<file path="src/rtl/bitop_consts.svh">
// constants for the bit-invert / overflow-branch execute block
// assumes: included by the package and the design files by bare name
`ifndef BITOP_CONSTS_SVH
`define BITOP_CONSTS_SVH

`define INSTR_W     16
`define PC_W        21
`define DADDR_W     12
`define DATA_W      8
`define BANK_W      4
`define OPC_INV     4'h7
`define OPC_BOV     8'hE4
`define FADDR_SPLIT 8'h5F
`define ACC_HI_BANK 4'hF
`define ACC_LO_BANK 4'h0
`define PC_STEP     21'h000002
`define BIT_ONE     8'h01
`define OPC_MSB     15
`define INV_LSB     12
`define BOV_LSB     8
`define BIT_MSB     11
`define BIT_LSB     9
`define ACC_POS     8
`define LIT_MSB     7
`define LIT_LSB     0

`endif

</file>
<file path="src/rtl/bitop_pkg.sv">
// types shared by the bit-invert / overflow-branch execute block
// assumes: bitop_consts.svh on the include path
`include "bitop_consts.svh"
`default_nettype none

package bitop_pkg;

   typedef enum logic [1:0] {Q1, Q2, Q3, Q4} quarter_t;

   typedef struct packed {
      logic                  valid;
      logic [`INSTR_W-1:0]   word;
   } fetch_t;

   typedef struct packed {
      logic                  rd;
      logic                  wr;
      logic [`DADDR_W-1:0]   addr;
      logic [`DATA_W-1:0]    wdata;
   } mem_req_t;

   typedef struct packed {
      logic                  wr;
      logic [`PC_W-1:0]      value;
   } pc_req_t;

endpackage : bitop_pkg

`default_nettype wire

</file>
<file path="src/rtl/operand_addr.sv">
// operand address former: access bank, banked or indexed literal offset
// assumes: purely combinational, fed from the latched instruction
`include "bitop_consts.svh"
`default_nettype none

module operand_addr (
   input  wire logic [7:0]           i_faddr,
   input  wire logic                 i_access_sel,
   input  wire logic                 i_ext_en,
   input  wire logic [`BANK_W-1:0]   i_bank_select_register,
   input  wire logic [`DADDR_W-1:0]  i_index_base,
   output logic      [`DADDR_W-1:0]  o_addr
);
   always_comb begin
      if (i_access_sel) begin
         o_addr = {i_bank_select_register, i_faddr};
      end else if (i_ext_en && (i_faddr <= `FADDR_SPLIT)) begin
         // wraps within data space, as the index base does
         o_addr = i_index_base + {4'h0, i_faddr};
      end else if (i_faddr <= `FADDR_SPLIT) begin
         o_addr = {`ACC_LO_BANK, i_faddr};
      end else begin
         o_addr = {`ACC_HI_BANK, i_faddr};
      end
   end
endmodule : operand_addr

`default_nettype wire

</file>
<file path="src/rtl/bitop_exec.sv">
// execute slice for bit-invert and branch-on-overflow, quarter-phased
// assumes: one enabled clock per quarter, memory read data valid in the
// same quarter as the read strobe stands, fetch word presented during Q1
`include "bitop_consts.svh"
`default_nettype none

module bitop_exec
   import bitop_pkg::*;
(
   input  wire logic                  i_clk,
   input  wire logic                  i_nrst,
   input  wire logic                  i_ce,
   input  wire bitop_pkg::fetch_t     i_fetch,
   input  wire logic                  i_ovf,
   input  wire logic                  i_ext_en,
   input  wire logic [`BANK_W-1:0]    i_bank_select_register,
   input  wire logic [`DADDR_W-1:0]   i_index_base,
   input  wire logic [`PC_W-1:0]      i_pc,
   input  wire logic [`DATA_W-1:0]    i_mem_rdata,
   output bitop_pkg::mem_req_t        o_mem,
   output bitop_pkg::pc_req_t         o_pc,
   output bitop_pkg::quarter_t        o_quarter,
   output logic                       o_nop_cycle,
   output logic                       o_flag_we
);
   import bitop_pkg::*;

   quarter_t            q_q, q_d;
   fetch_t              ir_q, ir_d;
   logic                nop_q, nop_d;
   mem_req_t            mem_q, mem_d;
   pc_req_t             pc_q, pc_d;
   logic                is_inv, is_bov;
   logic [2:0]          bit_sel;
   logic [7:0]          faddr;
   logic [`DATA_W-1:0]  bit_mask;
   logic [`DADDR_W-1:0] op_addr;
   logic [`PC_W-1:0]    br_off;

   assign is_inv   = ir_q.valid && (ir_q.word[`OPC_MSB:`INV_LSB] == `OPC_INV);
   assign is_bov   = ir_q.valid && (ir_q.word[`OPC_MSB:`BOV_LSB] == `OPC_BOV);
   assign bit_sel  = ir_q.word[`BIT_MSB:`BIT_LSB];
   assign faddr    = ir_q.word[`LIT_MSB:`LIT_LSB];
   assign bit_mask = `BIT_ONE << bit_sel;
   // offset doubled: program words are two bytes apart
   assign br_off   = {{(`PC_W-9){faddr[7]}}, faddr, 1'b0};

   operand_addr u_addr (
      .i_faddr                (faddr),
      .i_access_sel           (ir_q.word[`ACC_POS]),
      .i_ext_en               (i_ext_en),
      .i_bank_select_register (i_bank_select_register),
      .i_index_base           (i_index_base),
      .o_addr                 (op_addr)
   );

   always_comb begin
      q_d   = q_q;
      ir_d  = ir_q;
      nop_d = nop_q;
      mem_d = '0;
      pc_d  = '0;
      if (i_ce) begin
         unique case (q_q)
            Q1: begin
               q_d = Q2;
               // a flushed cycle drops whatever was fetched behind the branch
               ir_d.valid = i_fetch.valid && !nop_q;
               ir_d.word  = i_fetch.word;
            end
            Q2: begin
               q_d = Q3;
               if (is_inv) begin
                  mem_d.rd   = 1'b1;
                  mem_d.addr = op_addr;
               end
            end
            Q3: begin
               q_d = Q4;
               if (is_inv) begin
                  mem_d.wr    = 1'b1;
                  mem_d.addr  = op_addr;
                  mem_d.wdata = i_mem_rdata ^ bit_mask;
               end
               if (is_bov && i_ovf) begin
                  pc_d.wr    = 1'b1;
                  pc_d.value = i_pc + `PC_STEP + br_off;
               end
               // overflow clear: pc_d stays idle, no PC write
            end
            Q4: begin
               q_d   = Q1;
               nop_d = pc_q.wr;
            end
         endcase
      end else begin
         mem_d = mem_q;
         pc_d  = pc_q;
      end
   end

   always_ff @(posedge i_clk or negedge i_nrst) begin
      if (!i_nrst) begin
         q_q   <= Q1;
         ir_q  <= '0;
         nop_q <= 1'b0;
         mem_q <= '0;
         pc_q  <= '0;
      end else begin
         q_q   <= q_d;
         ir_q  <= ir_d;
         nop_q <= nop_d;
         mem_q <= mem_d;
         pc_q  <= pc_d;
      end
   end

   assign o_mem       = mem_q;
   assign o_pc        = pc_q;
   assign o_quarter   = q_q;
   assign o_nop_cycle = nop_q;
   // neither op owns a flag write port; held low for the core's flag mux
   assign o_flag_we   = 1'b0;
endmodule : bitop_exec

`default_nettype wire

</file>
<file path="config.mk">
export PLATFORM = sky130hd
export DESIGN_NAME = bitop_exec
export DESIGN_NICKNAME = d
export VERILOG_FILES = /design/src/rtl/bitop_pkg.sv /design/src/rtl/operand_addr.sv /design/src/rtl/bitop_exec.sv
export VERILOG_INCLUDE_DIRS = /design/src /design/src/rtl
export SDC_FILE = /design/constraint.sdc
export NUM_CORES = 1
export LEC_CHECK = 0
export ABC_AREA = 1
export BUFFER_PORTS_ARGS = -buffer_cell sky130_fd_sc_hd__buf_2
export CORE_ASPECT_RATIO = 0.7
export CORE_UTILIZATION = 32
export CTS_CLUSTER_SIZE = 10
export DETAILED_ROUTE_END_ITERATION = 8
export GPL_TIMING_DRIVEN = 1
export PLACE_DENSITY = 0.56
export SYNTH_ARGS = -nofsm -noshare
export SYNTH_HDL_FRONTEND = slang
export SYNTH_HIERARCHICAL = 1
export SYNTH_SLANG_ARGS = --single-unit
</file>
<file path="constraint.sdc">
create_clock -name i_clk -period 2.2 [get_ports i_clk]
set_input_delay 0.55 -clock i_clk [delete_from_list [all_inputs] [get_ports i_clk]]
set_output_delay 0.55 -clock i_clk [all_outputs]
set_load 0.02 [all_outputs]
</file>
---- After elaboration in Yosys (flattened, before gate mapping) ----
Cells that the tools add are included.
word-level totals
  word-level logic and storage cells ...... 43
  output and inout port bits .............. 48
  bits in registers ....................... 64
  input port bits ......................... 67
operators by class
  order comparisons ....................... 1
  add/sub/neg operators ................... 3
  shift-type cells ........................ 1
  reductions and logical operators ........ 9
  multiplexer cells ....................... 13
  bitwise gates (word level) .............. 1
  eq/ne operators ......................... 5
operators with widths
  kind                                                            number
  2-to-1 mux 12 bit                                               4
  2-to-1 mux 22 bit                                               2
  case mux 12 bit (2 select lines)                                1
  adder 21 x 2 -> 21 bit, second input constant                   1
  adder 21 bit                                                    1
  2-to-1 mux 21 bit                                               1
  adder 12 x 8 -> 12 bit                                          1
  equality test 8 bit, second input constant                      1
  less-or-equal comparator 8 x 7 -> 1 bit, second input constant  1
  2-to-1 mux 8 bit                                                1
  case mux 2 bit (4 select lines)                                 1
  left shift 1 x 3 -> 8 bit, first input constant                 1
  XOR 8 bit                                                       1
  logical AND 1 bit                                               5
  equality test 2 bit, second input constant                      2
  equality test 4 x 3 -> 1 bit, second input constant             1
  AND reduction 2 bit                                             2
  2-to-1 mux 1 bit                                                3
  equality test 2 x 1 -> 1 bit, second input constant             1
  logical NOT 2 bit                                               1
  logical NOT 1 bit                                               1

---- Logic depth before layout (Yosys ltp) ----
  depth in word-level cells ............... 6
  depth in mapped cells ................... 14
  depth with buffers taken out ............ 14

---- Hierarchy ----
Netlist, hierarchy kept.
by module, submodules not included
  module        instances  seq. area each (um^2)  area each (um^2)  cells an instance
  bitop_exec    1          1601.5                 3933.8            509
  operand_addr  1          0.0                    763.2             137

---- Worst setup path before layout ----
OpenSTA, ideal clock, no wires.
  path kind ............................... in2reg
  start point ............................. input i_pc[2]
  end point ............................... register pc_q, in the netlist o_pc[14]
  arrival time ............................ 2.082 ns
  stages .................................. 11
  setup slack ............................. 0.001 ns
  buffers on the path ..................... 0
  required time ........................... 2.083 ns
  setup time .............................. 0.117 ns
  cell sequence ........................... ha_1 -> ha_1 -> fa_1 -> nand3_1 -> nand3_1 -> nand3_1 -> nand2_1 -> nand2_1 -> nand3b_1 -> nand3_1 -> nand2_1
on the way
  word-level cells in the longest chain between the ends .. 4
ends and longest elaborated chain
  item                                     line               text
  start: declaration                       bitop_exec.sv:18   input wire logic [`PC_W-1:0] i_pc,
  adder 21 x 2 -> 21 bit (no source line)  --
  adder 21 bit                             bitop_exec.sv:87   pc_d.value = i_pc + `PC_STEP + br_off;
  2-to-1 mux 22 bit                        bitop_exec.sv:85   if (is_bov && i_ovf) begin
  2-to-1 mux 22 bit                        bitop_exec.sv:64   unique case (q_q)
  end signal: assignment                   bitop_exec.sv:114  pc_q <= pc_d;
  end: declaration                         bitop_exec.sv:32   pc_req_t pc_q, pc_d;
No other way between the ends.
A chain may end at the register's enable or synchronous reset.

---- Worst setup path after layout ----
  start point ............................. register ir_q, in the netlist br_off[8]
  end point ............................... register pc_q, in the netlist o_pc[17]
on the way
  word-level cells in the longest chain between the ends .. 3
ends and longest elaborated chain
  item                      line               text
  start: declaration        bitop_exec.sv:29   fetch_t ir_q, ir_d;
  start signal: assignment  bitop_exec.sv:111  ir_q <= ir_d;
  adder 21 bit              bitop_exec.sv:87
  2-to-1 mux 22 bit         bitop_exec.sv:85
  2-to-1 mux 22 bit         bitop_exec.sv:64
No other way between the ends.

==> flow_summary.ini <==
[worst_setup_path]
cpPeakStageDelay_ns = 0.50
crit_path_start_kind = register
crit_top_cell = nand2_1
crit_chain = buf_12 -> buf_4 -> ha_4 -> ha_4 -> nand2_2 -> o21ai_1 -> a21oi_2 -> nand2_1 -> nand2_1 -> nand3_1 -> nand2_1
critPathKind = reg -> reg
critical_path_buf_inv_count = 2
end_kind = register
crit_fanout = 6
reg2reg_slack_ns = 0.04
cp.required_ns = 2.41
cp_top_family = adder cells
worstPathArrival_ns = 2.37
cpMaxStageDelayCell = dfrtp_2

[route]
final_antenna_net_count = 0
first_pass_iters = 5
drt_iter0_markers = 240
via_count = 4632
vias_per_cell = 4.58
drc = 0
wl_per_cell_um = 14.0
wl_um = 14100

[clock_network]
holdBufCountCts = 0
cts_sinks = 64
cts.root.buffer_cell = clkbuf_16
htreeDepth = 3
cts_buffers = 9
clk_latency_ns = 0.33
path_clk_slew_ns = 0.06
cts_tree = yes
cts_buffer_depth = 2

[flow_run]
maxCapViolations = 0

[yosys]
synthesis.area_um2 = 4700
yosysWarnings = 6
syn_nets = 765
yosysSeqAreaShare = 0.341
syn_inst = 646
yosys.area_share.xor_xnor = 0.0261
synthSimpleGateAreaFrac = 0.314
synth_cell_types = 39
avgSynthCellArea_um2 = 7.27
ys_seq_elements = 64
synth-compound-area-share = 0.0938
synth_top_family_by_area = simple AND/OR/NAND/NOR gates
synth.area.mux_share = 0.00693
synth_fa_ha_area_frac = 0.142

[cells_and_area]
fillers = 1408
regArea_um2 = 1600
num_antenna_cells = 0
layout-drive-gt1-share = 0.327
syn_to_final_growth_pct = 41.8
fin_util = 0.472
multi_input_area_um2 = 3160
final_cell_mix = 212 x nand2_1, 113 x buf_2, 72 x inv_1
layout.nets = 936
finalNonFillerCells = 1012
fin_area_um2 = 6660
layout_commonest_cell = nand2_1

[timing]
post-route-period-util = 0.980
fin_crit_ns = 2.16
fin_setup_tns_ns = 0
rsz0062_at_grt = yes
final-hold-violation-count = 0
clock-skew-final_ns = 0.00972
slew_viol_final = 0
setup-violations-final = 0
setup_ws_ns = 0.0441
holdWs_ns = 0.236
clock.fmax_mhz = 464

[grt]
grt_max_degree = 65
grt_pass1_vias = 4091
grt-ovfl-total = 0
grt_usage = 0.185
antenna_found_initial = 0
grt_pass1_wl_um = 21300

[placement]
dp_slack_ns = -0.220
io_buffers = 113
gp_congestion = 0.857
dp.cells = 991
dp_hpwl_um = 10600
dpl_cell_area_um2 = 5860

[power]
power_mw = 8.37
p_leak_nw = 3.60
vdd_drop_max_mv = 0.426
powerDensity_nw_per_um2 = 1260

[floorplanning]
initial_core_util = 0.333
rows = 36
ioPinCount = 115
dieArea_um2 = 15200
fp.coreArea_um2 = 14100
die_h_um = 103
die_x_um = 147

[hold_path]
hold_path_class = in -> async

[outcome]
status = finished clean
[synthesized netlist by cell type]
cell	number	area [µm²]
nand2_1	223	837
inv_1	74	278
dfrtp_1	64	1600
ha_1	50	626
nand3_1	48	240
o21ai_0	47	235
nor2_1	41	154
a21oi_1	21	105
xor2_1	13	114
clkbuf_1	8	30.0
nand3b_1	7	52.6
nand4_1	6	37.5
nand3_2	4	40.0
nor3_1	4	20.0
a21oi_2	3	26.3
a22o_1	3	26.3
and2_1	2	12.5
fa_1	2	40.0
inv_2	2	7.51
mux2_2	2	22.5
nand2_2	2	12.5
nor2_2	2	12.5
o21ai_1	2	10.0
a21boi_1	1	7.51
a21o_1	1	7.51
a31oi_1	1	6.26
buf_2	1	5.00
buf_4	1	7.51
buf_6	1	11.3
buf_8	1	15.0
clkinv_1	1	3.75
conb_1	1	3.75
mux2i_1	1	10.0
nand3_4	1	17.5
nor2_8	1	20.0
nor3_4	1	16.3
o2111ai_1	1	8.76
o21bai_1	1	7.51
xnor2_1	1	8.76
[where the power goes]
part           switching, mW  total (mW)  leakage, nW  internal (mW)
Combinational           2.84        5.22         2.57           2.38
Clock                  0.561        1.59        0.163           1.03
Sequential             0.203        1.56        0.862           1.36
[cells by family (layout without fill, tap and decap cells)]
family	after synthesis	after routing
muxes	3	3
adders and majority gates	52	52
DFF	64	64
xor gates and xnor gates	14	14
AOI/OAI and AO/OA	81	81
other	1	1
and+or+nand+nor	342	342
buffers and inverters	89	265
[what timing repair did]
action / CTS / global route
pin swaps: 0 / 11
setup buffers: 0 / 5
endpoints found under the setup margin: 9 / 13
resized for setup: 14 / 61
[sequential cells by signal, indices dropped and copies added, names as in the netlist]
register / flops
bit_sel: 3
br_off: 8
ir_q: 6
o_mem: 22
o_nop_cycle: 1
o_pc: 22
o_quarter: 2
[routing by layer]
metal	routed length [µm]	global-route usage	part of all wire
met1	7650	0.288	0.54
met2	5590	0.253	0.40
met3	813	0.0430	0.058
met4	85	0.0409	0.0060
met5	0	0	0
[worst paths after layout]
check                                      start                     to  cells after the start
min in group i_clk                    i_fetch[6]  br_off[7]$_DFFE_PN0P_                      3
min reg2reg                 o_mem[5]$_DFFE_PN0P_   o_mem[5]$_DFFE_PN0P_                      2
max in group asynchronous                 i_nrst  br_off[8]$_DFFE_PN0P_                      2
min                                       i_nrst  o_mem[20]$_DFFE_PN0P_                      2
max reg2reg                br_off[8]$_DFFE_PN0P_   o_pc[17]$_DFFE_PN0P_                     11
max                        br_off[8]$_DFFE_PN0P_   o_pc[17]$_DFFE_PN0P_                     11
[final cells by class]
| type | count | share of cell area |
|---|---|---|
| tap | 190 | 0.0357 |
| inverter | 77 | 0.0434 |
| multi-input combinational | 493 | 0.475 |
| clock inverter | 6 | 0.0137 |
| sequential | 64 | 0.241 |
| timing repair buffer | 172 | 0.156 |
| clock buffer | 10 | 0.0359 |
Note: power is estimated with default switching activity, not from simulation.
